==> src/p6g_consts.svh <==
// Constants for the port 6 I/O block: register indices, masks, reset values.
// Assumes inclusion by name from the package and the design file.
// How it works
// - A writable output latch drives every pin set as output.
// - Each bit has its own direction bit; one means input.
// - Upper four pins get a pull-up per bit, only in input mode.
// - Lower four pins are open-drain: they drive low or release.
// - Pins 0, 1, 2 also carry serial clock, serial data, external clock.
// - Reset puts every port bit into input mode.
// - In every pull-up register, bit n controls pin n of its port.
// - A pull-up bit at zero leaves its pin without a pull-up.
// - A pull-up bit at one connects the pull-up, for input pins.
`ifndef P6G_CONSTS_SVH
`define P6G_CONSTS_SVH

// Register indices; byte address is four times the index
`define P6G_IDX_PU0      16'hff30
`define P6G_IDX_PU1      16'hff31
`define P6G_IDX_PU3      16'hff33
`define P6G_IDX_PU4      16'hff34
`define P6G_IDX_PU5      16'hff35
`define P6G_IDX_PU6      16'hff36
`define P6G_IDX_PU7      16'hff37
`define P6G_IDX_PULLUP_SELECT_PORT12     16'hff3c
`define P6G_IDX_PULLUP_SELECT_PORT14     16'hff3e
`define P6G_IDX_LATCH    16'hff06
`define P6G_IDX_DIR      16'hff26
`define P6G_IDX_ALT      16'hff46

// Implemented bits of each register; the rest read as zero
`define P6G_MASK_PU0     8'h7f
`define P6G_MASK_PU1     8'hff
`define P6G_MASK_PU3     8'h0f
`define P6G_MASK_PU4     8'h0f
`define P6G_MASK_PU5     8'h0f
`define P6G_MASK_PU6     8'hf0
`define P6G_MASK_PU7     8'hff
`define P6G_MASK_PULLUP_SELECT_PORT12    8'h01
`define P6G_MASK_PULLUP_SELECT_PORT14    8'h03
`define P6G_MASK_ALT     8'h07

`define P6G_RST_PU       8'h00
`define P6G_RST_LATCH    8'h00
`define P6G_RST_DIR      8'hff
`define P6G_RST_ALT      8'h00

// Alternate function bit positions
`define P6G_BIT_SCL      0
`define P6G_BIT_SDA      1
`define P6G_BIT_EXCLK    2

// AHB transfer type
`define P6G_HTRANS_NONSEQ 2'h2

`endif

==> src/p6g_pkg.sv <==
// Types shared by the port 6 I/O block.
// Assumes p6g_consts.svh is on the include path.
`include "p6g_consts.svh"

package p6g_pkg;

    // Register selected by a bus address
    typedef enum logic [3:0] {
        P6G_SEL_PU0,
        P6G_SEL_PU1,
        P6G_SEL_PU3,
        P6G_SEL_PU4,
        P6G_SEL_PU5,
        P6G_SEL_PU7,
        P6G_SEL_PULLUP_SELECT_PORT12,
        P6G_SEL_PULLUP_SELECT_PORT14,
        P6G_SEL_PU6,
        P6G_SEL_LATCH,
        P6G_SEL_DIR,
        P6G_SEL_ALT,
        P6G_SEL_PORT,
        P6G_SEL_NONE
    } p6g_sel_e;

    typedef logic [7:0] p6g_byte_t;

endpackage : p6g_pkg

==> src/p6g_port6.sv <==
// Port 6 general-purpose I/O with pull-up option bank, AHB-Lite slave.
// Assumes one clock, hclk; pins come from the board and are synchronised here.
// Serial peripheral signals are on hclk and need no synchroniser.
//
// Our own choice: the AHB-Lite interface to the registers.
`timescale 1ns/1ps
`default_nettype none
`include "p6g_consts.svh"

module p6g_port6 (
    input  wire logic              hclk,
    input  wire logic              hresetn,
    input  wire logic              clk_en,
    input  wire logic              hsel,
    input  wire logic [31:0]       haddr,
    input  wire logic [1:0]        htrans,
    input  wire logic              hwrite,
    input  wire logic [2:0]        hsize,
    input  wire logic [31:0]       hwdata,
    input  wire logic              hready,
    output logic      [31:0]       hrdata,
    output logic                   hreadyout,
    output logic                   hresp,
    input  wire logic [7:0]        port_pin_in,
    output logic      [7:0]        port_pin_out,
    output logic      [7:0]        port_pin_oe,
    output logic      [7:0]        port_pullup_on,
    input  wire logic              serial_clock_out,
    input  wire logic              serial_data_out,
    output logic                   serial_clock_in,
    output logic                   serial_data_in,
    output logic                   ext_serial_clock_input,
    output p6g_pkg::p6g_byte_t     pullup_port0,
    output p6g_pkg::p6g_byte_t     pullup_port1,
    output p6g_pkg::p6g_byte_t     pullup_port3,
    output p6g_pkg::p6g_byte_t     pullup_port4,
    output p6g_pkg::p6g_byte_t     pullup_port5,
    output p6g_pkg::p6g_byte_t     pullup_port7,
    output p6g_pkg::p6g_byte_t     pullup_port12,
    output p6g_pkg::p6g_byte_t     pullup_port14
);
    import p6g_pkg::*;

    localparam int BANK_N = 8;

    // Address decode, shared by the read path and the write path
    function automatic p6g_sel_e decode_sel(input logic [31:0] addr);
        p6g_sel_e s;
        s = P6G_SEL_NONE;
        if (addr[31:18] == 14'h0000 && addr[1:0] == 2'h0)
        begin
            case (addr[17:2])
                `P6G_IDX_PU0:   s = P6G_SEL_PU0;
                `P6G_IDX_PU1:   s = P6G_SEL_PU1;
                `P6G_IDX_PU3:   s = P6G_SEL_PU3;
                `P6G_IDX_PU4:   s = P6G_SEL_PU4;
                `P6G_IDX_PU5:   s = P6G_SEL_PU5;
                `P6G_IDX_PU7:   s = P6G_SEL_PU7;
                `P6G_IDX_PULLUP_SELECT_PORT12:  s = P6G_SEL_PULLUP_SELECT_PORT12;
                `P6G_IDX_PULLUP_SELECT_PORT14:  s = P6G_SEL_PULLUP_SELECT_PORT14;
                `P6G_IDX_PU6:   s = P6G_SEL_PU6;
                `P6G_IDX_LATCH: s = P6G_SEL_LATCH;
                `P6G_IDX_DIR:   s = P6G_SEL_DIR;
                `P6G_IDX_ALT:   s = P6G_SEL_ALT;
                default:        s = P6G_SEL_NONE;
            endcase
        end
        return s;
    endfunction : decode_sel

    // Implemented bits per pull-up bank slot
    function automatic p6g_byte_t bank_mask(input logic [2:0] idx);
        p6g_byte_t m;
        case (idx)
            3'h0:    m = `P6G_MASK_PU0;
            3'h1:    m = `P6G_MASK_PU1;
            3'h2:    m = `P6G_MASK_PU3;
            3'h3:    m = `P6G_MASK_PU4;
            3'h4:    m = `P6G_MASK_PU5;
            3'h5:    m = `P6G_MASK_PU7;
            3'h6:    m = `P6G_MASK_PULLUP_SELECT_PORT12;
            default: m = `P6G_MASK_PULLUP_SELECT_PORT14;
        endcase
        return m;
    endfunction : bank_mask

    // Bus state
    logic                   wr_pend;
    p6g_sel_e               wr_sel;
    logic                   next_wr_pend;
    p6g_sel_e               next_wr_sel;
    logic [31:0]            next_hrdata;
    p6g_sel_e               addr_sel;
    logic                   addr_take;

    // Register state
    p6g_byte_t              pu_bank [BANK_N];
    p6g_byte_t              next_pu_bank [BANK_N];
    p6g_byte_t              pu6;
    p6g_byte_t              latch;
    p6g_byte_t              dir;
    p6g_byte_t              alt;
    p6g_byte_t              next_pu6;
    p6g_byte_t              next_latch;
    p6g_byte_t              next_dir;
    p6g_byte_t              next_alt;

    // Pin state
    logic [7:0]             pin_meta;
    logic [7:0]             pin_sync;
    p6g_byte_t              port_view;
    logic [7:0]             drive_level;
    logic [7:0]             next_pin_out;
    logic [7:0]             next_pin_oe;
    logic [7:0]             next_pullup_on;

    assign addr_sel  = decode_sel(haddr);
    assign addr_take = hsel && hready && (htrans == `P6G_HTRANS_NONSEQ);

    // Port read view
    // port read view
    assign port_view = (pin_sync & dir) | (latch & ~dir);

    always_comb
    begin
        next_wr_pend = wr_pend;
        next_wr_sel  = wr_sel;
        next_hrdata  = hrdata;
        if (hready)
        begin
            next_wr_pend = addr_take && hwrite;
            next_wr_sel  = addr_sel;
        end
        if (addr_take && !hwrite)
        begin
            next_hrdata = 32'h0000_0000;
            case (addr_sel)
                P6G_SEL_PU0, P6G_SEL_PU1, P6G_SEL_PU3, P6G_SEL_PU4,
                P6G_SEL_PU5, P6G_SEL_PU7, P6G_SEL_PULLUP_SELECT_PORT12, P6G_SEL_PULLUP_SELECT_PORT14:
                    next_hrdata[7:0] = pu_bank[addr_sel[2:0]];
                P6G_SEL_PU6:   next_hrdata[7:0] = pu6;
                P6G_SEL_LATCH: next_hrdata[7:0] = port_view;
                P6G_SEL_DIR:   next_hrdata[7:0] = dir;
                P6G_SEL_ALT:   next_hrdata[7:0] = alt;
                default:       next_hrdata = 32'h0000_0000;
            endcase
        end
    end

    // Register writes land in the data phase
    always_comb
    begin
        next_pu6   = pu6;
        next_latch = latch;
        next_dir   = dir;
        next_alt   = alt;
        for (int k = 0; k < BANK_N; k++)
        begin
            next_pu_bank[k] = pu_bank[k];
        end
        if (wr_pend)
        begin
            case (wr_sel)
                P6G_SEL_PU0, P6G_SEL_PU1, P6G_SEL_PU3, P6G_SEL_PU4,
                P6G_SEL_PU5, P6G_SEL_PU7, P6G_SEL_PULLUP_SELECT_PORT12, P6G_SEL_PULLUP_SELECT_PORT14:
                    next_pu_bank[wr_sel[2:0]] = hwdata[7:0] & bank_mask(wr_sel[2:0]);
                P6G_SEL_PU6:   next_pu6   = hwdata[7:0] & `P6G_MASK_PU6;
                P6G_SEL_LATCH: next_latch = hwdata[7:0];
                P6G_SEL_DIR:   next_dir   = hwdata[7:0];
                P6G_SEL_ALT:   next_alt   = hwdata[7:0] & `P6G_MASK_ALT;
                default:       next_latch = latch;
            endcase
        end
    end

    // Pin drive per bit
    genvar i;
    generate
        for (i = 0; i < 8; i++)
        begin : g_pin
            if (i == `P6G_BIT_SCL)
            begin : g_scl
                assign drive_level[i] = alt[i] ? (latch[i] & serial_clock_out) : latch[i];
            end
            else if (i == `P6G_BIT_SDA)
            begin : g_sda
                assign drive_level[i] = alt[i] ? (latch[i] & serial_data_out) : latch[i];
            end
            else
            begin : g_gp
                assign drive_level[i] = latch[i];
            end
            if (i < 4)
            begin : g_od
                assign next_pin_out[i]   = 1'b0;
                assign next_pin_oe[i]    = !dir[i] && !drive_level[i];
                assign next_pullup_on[i] = 1'b0;
            end
            else
            begin : g_pp
                assign next_pin_out[i]   = drive_level[i];
                assign next_pin_oe[i]    = !dir[i];
                assign next_pullup_on[i] = pu6[i] && dir[i];
            end
        end
    endgenerate

    // Bus registers
    always_ff @(posedge hclk or negedge hresetn)
    begin
        if (!hresetn)
        begin
            wr_pend   <= 1'b0;
            wr_sel    <= P6G_SEL_NONE;
            hrdata    <= 32'h0000_0000;
            hreadyout <= 1'b0;
            hresp     <= 1'b0;
        end
        else if (clk_en)
        begin
            wr_pend   <= next_wr_pend;
            wr_sel    <= next_wr_sel;
            hrdata    <= next_hrdata;
            hreadyout <= 1'b1;
            hresp     <= 1'b0;
        end
    end

    // Configuration registers
    always_ff @(posedge hclk or negedge hresetn)
    begin
        if (!hresetn)
        begin
            pu6   <= `P6G_RST_PU;
            latch <= `P6G_RST_LATCH;
            dir   <= `P6G_RST_DIR;
            alt   <= `P6G_RST_ALT;
            for (int k = 0; k < BANK_N; k++)
            begin
                pu_bank[k] <= `P6G_RST_PU;
            end
        end
        else if (clk_en)
        begin
            pu6   <= next_pu6;
            latch <= next_latch;
            dir   <= next_dir;
            alt   <= next_alt;
            for (int k = 0; k < BANK_N; k++)
            begin
                pu_bank[k] <= next_pu_bank[k];
            end
        end
    end

    // Pin side: two-flop synchroniser, registered drive
    always_ff @(posedge hclk or negedge hresetn)
    begin
        if (!hresetn)
        begin
            pin_meta               <= 8'h00;
            pin_sync               <= 8'h00;
            port_pin_out           <= 8'h00;
            port_pin_oe            <= 8'h00;
            port_pullup_on         <= 8'h00;
            serial_clock_in        <= 1'b0;
            serial_data_in         <= 1'b0;
            ext_serial_clock_input <= 1'b0;
        end
        else if (clk_en)
        begin
            pin_meta               <= port_pin_in;
            pin_sync               <= pin_meta;
            port_pin_out           <= next_pin_out;
            port_pin_oe            <= next_pin_oe;
            port_pullup_on         <= next_pullup_on;
            serial_clock_in        <= pin_sync[`P6G_BIT_SCL] & alt[`P6G_BIT_SCL];
            serial_data_in         <= pin_sync[`P6G_BIT_SDA] & alt[`P6G_BIT_SDA];
            // external clock input
            // At a 10 MHz sample rate a 6.4 MHz clock aliases; the peripheral
            // must run its own fast sampler if it needs every edge.
            ext_serial_clock_input <= pin_sync[`P6G_BIT_EXCLK] & alt[`P6G_BIT_EXCLK];
        end
    end

    // Pull-up bank outputs are the stored bytes; bit n feeds pin n
    assign pullup_port0  = pu_bank[0];
    assign pullup_port1  = pu_bank[1];
    assign pullup_port3  = pu_bank[2];
    assign pullup_port4  = pu_bank[3];
    assign pullup_port5  = pu_bank[4];
    assign pullup_port7  = pu_bank[5];
    assign pullup_port12 = pu_bank[6];
    assign pullup_port14 = pu_bank[7];

endmodule : p6g_port6
`default_nettype wire

==> config.mk <==
export PLATFORM = sky130hd
export DESIGN_NAME = p6g_port6
export DESIGN_NICKNAME = d
export VERILOG_FILES = /design/src/p6g_pkg.sv /design/src/p6g_port6.sv
export VERILOG_INCLUDE_DIRS = /design/src
export SDC_FILE = /design/constraint.sdc
export NUM_CORES = 1
export LEC_CHECK = 0
export BUFFER_PORTS_ARGS = -buffer_cell sky130_fd_sc_hd__buf_4
export CAP_MARGIN = 20
export CORE_MARGIN = 2
export CORE_UTILIZATION = 46
export CTS_CLUSTER_SIZE = 14
export DETAILED_ROUTE_END_ITERATION = 8
export PLACE_DENSITY = 0.85
export REMOVE_ABC_BUFFERS = 1
export SLEW_MARGIN = 15
export SYNTH_ARGS = -nofsm -noshare
export SYNTH_HDL_FRONTEND = slang
export SYNTH_SLANG_ARGS = --single-unit
==> constraint.sdc <==
create_clock -name hclk -period 2.1 [get_ports hclk]
set_input_delay 0 -clock hclk [delete_from_list [all_inputs] [get_ports hclk]]
set_output_delay 0 -clock hclk [all_outputs]
set_load 0.02 [all_outputs]
; Word-level counts from Yosys, hierarchy flattened
; Cells that the tools add are included.
; W data, S select, Z words.
[op_classes]
n_mux = 14
n_lt_le_gt_ge = 3
reduce_logical = 43
bitwise = 12
n_eq_ne = 41
[ops]
columns = operator, count
row1 = $eq A16 B16 Y1 const B, 12
row2 = $bwmux W64, 1
row3 = $pmux W4 S12, 1
row4 = $mux W8, 5
row5 = $pmux W8 S5, 1
row6 = $eq A4 B3 Y1 const B, 8
row7 = $eq A4 B4 Y1 const B, 8
row8 = $pmux W8 S4, 1
row9 = $and A8 B8 Y8, 3
row10 = $bmux W8 S3, 1
row11 = $demux W8 S3, 1
row12 = $eq A4 B2 Y1 const B, 4
row13 = $reduce_or A8 Y1, 2
row14 = $reduce_and A3 Y1, 5
row15 = $logic_and A1 B1 Y1, 14
row16 = $logic_not A14 Y1, 1
row17 = $logic_not A1 Y1, 13
row18 = $eq A3 B3 Y1 const B, 3
row19 = $eq A4 B1 Y1 const B, 2
row20 = $ge A4 B4 Y1 const B, 2
row21 = $logic_not A4 Y1, 2
row22 = $not A3 Y4, 2
row23 = $not A8 Y8, 1
row24 = $or A8 B8 Y8, 1
row25 = 12 further kinds, 19
[word_totals]
in_bits = 85
output_inout_bits = 125
wordCells = 137
reg_bits = 136

; Depth between registers and ports, before layout
; Gate-level depths: netlist (run 1).
[depth]
ltp_word = 8
ltp_mapped = 11

; Least setup slack after synthesis (run 1)
; OpenSTA, ideal clock, no wires.
[synth_path]
path_type = input-to-reg
from = in haddr[22]
to = reg hrdata[4]
n_path_buf = 1
required_time_ps = 1982
path_stages = 9
t_arrival_ps = 2085
path_slack_ps = -103
cell_sequence = nor4_1 nand4_1 a311oi_4 and3_1 buf_6 mux2_2 nor2_1 o221ai_1 a21o_1
[synth_between]
elab_chain_len = 8
word_cells_on_any_way = 21
[synth_lines]
columns = element, line_no
row1 = "start, declared", p6g_port6.sv:15  ; input wire logic [31:0] haddr,
row2 = $logic_not A14 Y1 (*), p6g_port6.sv:50  ; if (addr[31:18] == 14'h0000 && addr[1:0] == 2'h0)
row3 = $logic_and A1 B1 Y1 (*), p6g_port6.sv:50
row4 = $mux W4 (*), p6g_port6.sv:50
row5 = $not A3 Y4 (implied by the code), p6g_port6.sv:140  ; next_hrdata[7:0] = pu_bank[addr_sel[2:0]];
row6 = $bmux W8 S3, p6g_port6.sv:140
row7 = $mux W8 (implied by the code) (2 in a row), p6g_port6.sv:140
row8 = $pmux W8 S5 (*), p6g_port6.sv:137  ; case (addr_sel)
row9 = "end signal, assigned", p6g_port6.sv:223  ; hrdata <= next_hrdata;
row10 = "end, declared", p6g_port6.sv:21  ; output logic [31:0] hrdata,
; Every way passes the cells marked *; elsewhere a longest branch is shown, timed or not. The select of a mux whose other input is x is not followed.
; A chain may end at the register's enable or synchronous reset.

; Worst setup path in the final report (run 1)
[layout_path]
from = in haddr[4]
to = reg hrdata[0]
[layout_between]
elab_chain_len = 8
word_cells_on_any_way = 32
[layout_lines]
columns = element, line_no
row1 = $eq A16 B16 Y1, p6g_port6.sv:52  ; case (addr[17:2])
row2 = $pmux W4 S12 (*), p6g_port6.sv:52
row3 = $mux W4 (*), p6g_port6.sv:50
row4 = $not A3 Y4 (implied by the code), p6g_port6.sv:140
row5 = $bmux W8 S3, p6g_port6.sv:140
row6 = $mux W8 (implied by the code) (2 in a row), p6g_port6.sv:140
row7 = $pmux W8 S5 (*), p6g_port6.sv:137
; Marked as above.

==> run summary, run 1 <==
Synth Cell Area: 6550 µm²
dpl ws: -0.423 ns
CTS tree: built
layout cell share with drive strength beyond 1: 0.443
first-pass GRT wire length: 29.4 mm
Clk pin slew, worst setup/hold paths: 0.06 ns
CP endpoint: hrdata[0]
synth warn: 0
Final Setup Violations: 0
clock tree sinks: 136
Design Area, Final: 9030 µm²
status: complete, no violations
Compound-Gate Fraction of Synth Area: 0.104
Synth Instances: 561
global placement routability congestion: 0.911
Die Wd: 123 µm
initial antenna violation count: 0
diodes inserted: 0
vias in the first global route: 5,564
final worst path period share: 0.938
commonest cells in the netlist: dfrtp_1 (125), mux2_2 (84), buf_4 (34), nor2_1 (32), nand2_1 (31)
CTS max path bufs: 2
largest net degree at the start of global routing: 54
root buffer cell: clkbuf_16
Final Hold Vio Count: 0
setup slack after layout: 0.131 ns
Row Count: 43
hold depth: 4
DRC: 0
DP HPWL: 13.5 mm
final max-slew violation count: 0
First-pass DRT Iterations: 5
number of synthesized flops with an enable pin: 0
r2r setup slk: 0.29 ns
Setup crit start: haddr[4]
leakage power: 0.00438 µW
CTS H-tree lvls: 4
Post-DP Area: 8120 µm²
Slew @ Worst Pin: 0.718 ns
drt initial violations: 495
adder-cell share of the synthesized area: 0
port bufs: 149
num ports: 210
die area: 15,200 µm²
worst r2r path cells: 4
Worst path max stage delay: 0.39 ns
cells along the critical path: buf_4 > nor4b_2 > buf_4 > and4_1 > o21a_1 > o211ai_1 > buf_4 > nor2_1 > and3_1 > a2111oi_2 > o21ai_1
Synth area leader: dfrtp_1
largest family of logic cells by synthesized area: multiplexers
simple-gate area share of the yosys netlist: 0.132
Pwr per Cell Area: 729 nW/µm²
CP Max Fanout: 11
gr usage total: 0.258
Worst-Skew Late Latency: 0.42 ns
syn_area_per_cell: 11.7 µm²
top cells by area, synth: dfrtp_1 (48%), mux2_2 (14%), dfstp_2 (4.4%), buf_4 (3.9%), mux2i_1 (2.6%)
fmax: 508 MHz
Slew HR: 0.521
R2R Path Start: wr_pend
most frequent cell after synthesis: dfrtp_1
initial core utilization: 0.472
Final Critical Period: 1.97 ns
Worst Setup Start Kind: input port
Vias: 5,435
hold crit path type: input port to flip-flop
Worst Skew: 0.00583 ns
Final nets: 872
CP endpoint kind: flip-flop
Cell variety after synth: 67
unrepaired setup endpoints after global routing: true
Num CTS Buffers: 17
Die Y: 123 µm
fraction of registers with async set/reset: 1.00
GR Overflow Total: 0
Synth-to-Final Area Change: 37.8%
WP data arrival: 2.27 ns
synthesized flop and latch total: 136
prevailing post-synth register cell: dfrtp_1
Slowest-stage cell, CP: a2111oi_2
Setup Buffers After CTS: 0
XOR/XNOR Fraction of Synth Area: 0.00267
CP most frequent cell: buf_4
core box area: 13,900 µm²
sequential element share of the synthesized area: 0.522
VDD IR max: 0.596 mV
mux share of post-synthesis cell area: 0.170
DRT antenna net count: 0
final WL: 19.0 mm
max cap viols: 0
data required time at the worst endpoint: 2.40 ns
wire per inst: 19.4 µm
Crit Path Class: input port to flip-flop
Via density: 5.55
RR Endpoint: pullup_port5[0]
Synth top area share: 0.477
## worst max-delay path: cells and delay by family
| family | cells | cell delay (ns) |
|---|---|---|
| AOI/OAI and AO/OA | 4 | 1.09 |
| buffers and inverters | 3 | 0.50 |
| and+or+nand+nor | 4 | 0.67 |
## sequential cells by signal (all words and copies together), names as in the netlist, 3 cells and up
register	cells
hrdata	8
pullup_port12	8
pullup_port4	8
pullup_port1	8
dir	8
wr_sel	4
pullup_port5	8
pin_sync	8
pullup_port0	8
pullup_port7	8
port_pin_oe	8
port_pin_out	4
pu6	4
port_pullup_on	4
latch	8
pullup_port14	8
pin_meta	8
pullup_port3	8
alt	3
## timing repair
| item | CTS | global route |
|---|---|---|
| hold buffers | 21 | 0 |
| hold endpoints to repair | 106 | 0 |
| endpoints found under the setup margin | 0 | 6 |
| resized for setup | 0 | 2 |
## worst min-delay path by stage
stage / startpoint / to / slack (ns)
final: hready / wr_sel[0] / 0.05
after detailed placement: hresetn / pullup_port5[3] / 0.08
after CTS: hready / wr_sel[0] / 0.03
after global placement: hresetn / pullup_port3[4] / 0.09
after global routing: hready / wr_sel[0] / 0.07
after floorplan: hresetn / alt[0] / -0.30
## through the flow
step / TNS, ns / std cells / hold slack [ns] / power (µW) / util
floorplan: -2.25 / 540 / -0.296 / 2900 / -
global placement: -1.51 / 927 / 0.0867 / 3140 / 0.585
detailed placement: -2.09 / 927 / 0.0839 / 3150 / 0.585
CTS: 0 / 980 / 0.0292 / 6610 / 0.649
global route: -0.0299 / 980 / 0.0683 / 6760 / 0.650
finish: 0 / 980 / 0.0491 / 6580 / 0.650
## cells by family after synthesis
family,after synthesis
DFF,136
muxes,101
other,1
buffers and inverters,75
xor gates and xnor gates,2
and+or+nand+nor,155
AOI/OAI and AO/OA,91
## power breakdown
group	total (µW)	internal [µW]	leakage, µW	switching (µW)
sequential	2710	2680	0.00176	38.1
combinational	425	190	0.00230	235
clock	3440	2310	0.000324	1130
total	6580	5180	0.00438	1400
## layout make-up
class                   count  area [µm²]
flip-flops and latches    136        3420
well taps                 180         225
clock buffers              20         467
repair buffers            228        1800
multi-input cells         382        2810
clock inverters            12         220
inverters                  22        82.6
fillers                  1045        4850
## per-layer routing
| metal | vias up | routed length [µm] | GRT usage |
|---|---|---|---|
| met1 | 2673 | 7530 | 0.317 |
| li1 | 2408 | - | - |
| met5 | - | 0 | 0 |
| met3 | 61 | 1840 | 0.0936 |
| met4 | 0 | 548 | 0.116 |
| met2 | 293 | 9070 | 0.408 |
## cells in the final DEF (no fill, tap or decap), types with 4 or more instances in the layout
| master | n |
|---|---|
| o21ai_0 | 28 |
| nand2b_1 | 4 |
| clkbuf_16 | 17 |
| bufinv_16 | 6 |
| nand4_1 | 7 |
| o211a_1 | 4 |
| o21ai_1 | 4 |
| nor4_1 | 5 |
| nor2b_1 | 17 |
| mux2_2 | 84 |
| nand2_1 | 31 |
| buf_4 | 204 |
| o221ai_1 | 12 |
| nand3_1 | 12 |
| dfstp_2 | 11 |
| nor2_1 | 32 |
| and2_1 | 10 |
| dfrtp_1 | 125 |
| mux2i_1 | 17 |
| dlygate4sd3_1 | 21 |
| nor3b_1 | 5 |
| nor3_1 | 7 |
| inv_1 | 22 |
| a21oi_1 | 10 |
| clkinvlp_4 | 4 |
| conb_1 | 33 |
No activity file was read; power rests on OpenSTA's default activity.
==> run 2: changes to the inputs <==
--- a/config.mk
+++ b/config.mk
@@ -6,10 +6,11 @@
 export SDC_FILE = /design/constraint.sdc
 export NUM_CORES = 1
 export LEC_CHECK = 0
+export ABC_AREA = 1
 export BUFFER_PORTS_ARGS = -buffer_cell sky130_fd_sc_hd__buf_4
 export CAP_MARGIN = 20
 export CORE_MARGIN = 2
-export CORE_UTILIZATION = 46
+export CORE_UTILIZATION = 47
 export CTS_CLUSTER_SIZE = 14
 export DETAILED_ROUTE_END_ITERATION = 8
 export PLACE_DENSITY = 0.85
==> run summary, run 2 <==
status: complete, no violations
initial core utilization: 0.479
Worst Skew: 0.00872 ns
wire per inst: 14.8 µm
top cells by area, synth: dfrtp_1 (43%), nand2_1 (18%), inv_1 (7.0%), nor2_1 (6.4%), o21ai_0 (6.3%)
VDD IR max: 0.374 mV
Post-DP Area: 8590 µm²
Synth Instances: 1,010
Die Y: 128 µm
total power: 5900 µW
sequential element share of the synthesized area: 0.471
prevailing post-synth register cell: dfrtp_1
leakage power: 0.00501 µW
Final Setup Violations: 0
synthesized flop and latch total: 136
global placement routability congestion: 0.900
Clk pin slew, worst setup/hold paths: 0.05 ns
gr usage total: 0.258
post_cts resized: 0
Worst Setup Start Kind: flip-flop
GR Overflow Total: 0
Synth-to-Final Area Change: 29.2%
Slew @ Worst Pin: 0.695 ns
Die Wd: 128 µm
final WL: 20.8 mm
initial antenna violation count: 0
largest net degree at the start of global routing: 75
WP data arrival: 2.09 ns
# hold bufs at CTS: 23
Cell variety after synth: 32
final worst path period share: 0.858
CTS H-tree lvls: 4
num ports: 210
CTS max path bufs: 2
most frequent cells in the layout: nand2_1 (339), buf_4 (169), inv_1 (135)
cell total after placement: 1,352
Synth Cell Area: 7250 µm²
unrepaired setup endpoints after global routing: false
Slew HR: 0.537
Synth area leader: dfrtp_1
layout cell share with drive strength beyond 1: 0.199
Design Area, Final: 9370 µm²
diodes inserted: 0
Final Critical Period: 1.80 ns
setup TNS: 0 ns
First-pass DRT Iterations: 5
drt initial violations: 496
syn_area_per_cell: 7.18 µm²
hold crit path type: input port to flip-flop
DRC: 0
DP HPWL: 15.1 mm
die area: 16,400 µm²
DRT antenna net count: 0
most frequent cell after synthesis: nand2_1
number of synthesized flops with an enable pin: 0
fmax: 555 MHz
Crit Path Class: flip-flop to flip-flop
commonest cells in the netlist: nand2_1 (339), inv_1 (135), dfrtp_1 (125), nor2_1 (123), o21ai_0 (91)
Worst-Skew Late Latency: 0.42 ns
Final Non-Filler Cells: 1,407
Final Hold Vio Count: 0
CTS tree: built
Vias: 7,177
max cap viols: 0
Via density: 5.10
final max-slew violation count: 0
data required time at the worst endpoint: 2.39 ns
first-pass GRT wire length: 33.2 mm
Synth top area share: 0.431
port bufs: 149
commonest non-fill, non-tap cell in the layout: nand2_1
Slowest-stage cell, CP: nor2_1
Pwr per Cell Area: 629 nW/µm²
fraction of registers with async set/reset: 1.00
Row Count: 45
synth warn: 0
core box area: 15,100 µm²
Num CTS Buffers: 17
Fin Hold WS: 0.0674 ns
clock tree sinks: 136
vias in the first global route: 6,893
cells along the critical path: nand2_1 > nor2_1 > inv_1 > nor2_1 > inv_1 > nand2_1 > o21ai_0
Setup Buffers After CTS: 0
Final nets: 1,291
root buffer cell: clkbuf_16
CP Max Fanout: 6
Worst path max stage delay: 0.43 ns
CP endpoint kind: flip-flop
## run 2: layout make-up
| cell class | count | area [µm²] |
|---|---|---|
| clock buffer | 24 | 472 |
| clock inverter | 8 | 73.8 |
| fill | 1312 | 5780 |
| inverter | 145 | 544 |
| multi-input combinational | 712 | 3100 |
| sequential | 136 | 3420 |
| tap | 188 | 235 |
| timing repair buffer | 194 | 1530 |
## run 2: critical path, delay by kind of cell (launching register included)
kind / cells / cell delay, ns
compound gates: 1 / 0.07
simple gates: 4 / 0.93
buf+inv: 2 / 0.33
flops: 1 / 0.34
## run 2: logic make-up after synthesis
kind of cell	synth area share
AO/OA/AOI/OAI	0.0845
buffers and inverters	0.118
flip-flops	0.471
other	0.000517
AND/OR/NAND/NOR	0.326
## run 2: path summary, 6_finish.rpt
check | start | to | slack [ns] | cells after the start
max reg2reg | wr_pend | pullup_port4[0] | 0.30 | 7
max | wr_pend | pullup_port4[0] | 0.30 | 7
max in group asynchronous | hresetn | pullup_port14[4] | 1.18 | 3
min | hsel | hrdata[0] | 0.07 | 7
min in group asynchronous | hresetn | port_pullup_on[5] | 0.18 | 2
min reg2reg | hreadyout | hreadyout | 0.47 | 1
## run 2: stage by stage
step,utilization,setup slack [ns]
floorplan,-,0.181
global placement,0.567,0.103
detailed placement,0.567,0.0444
CTS,0.619,0.328
global route,0.619,0.125
finish,0.619,0.298
## run 2: report_power, final
group | switching (µW) | internal (µW) | leakage (µW)
logic | 274 | 164 | 0.00317
clock network | 1090 | 1680 | 0.000264
registers | 21.9 | 2670 | 0.00157
## run 2: metal layers
layer  routed length, µm  vias to the layer above  global-route usage
li1                    -                     3449                   -
met1                8370                     3358               0.326
met2               10100                      316               0.426
met3                1730                       54              0.0576
met4                 627                        0               0.114
met5                   0                        -                   0
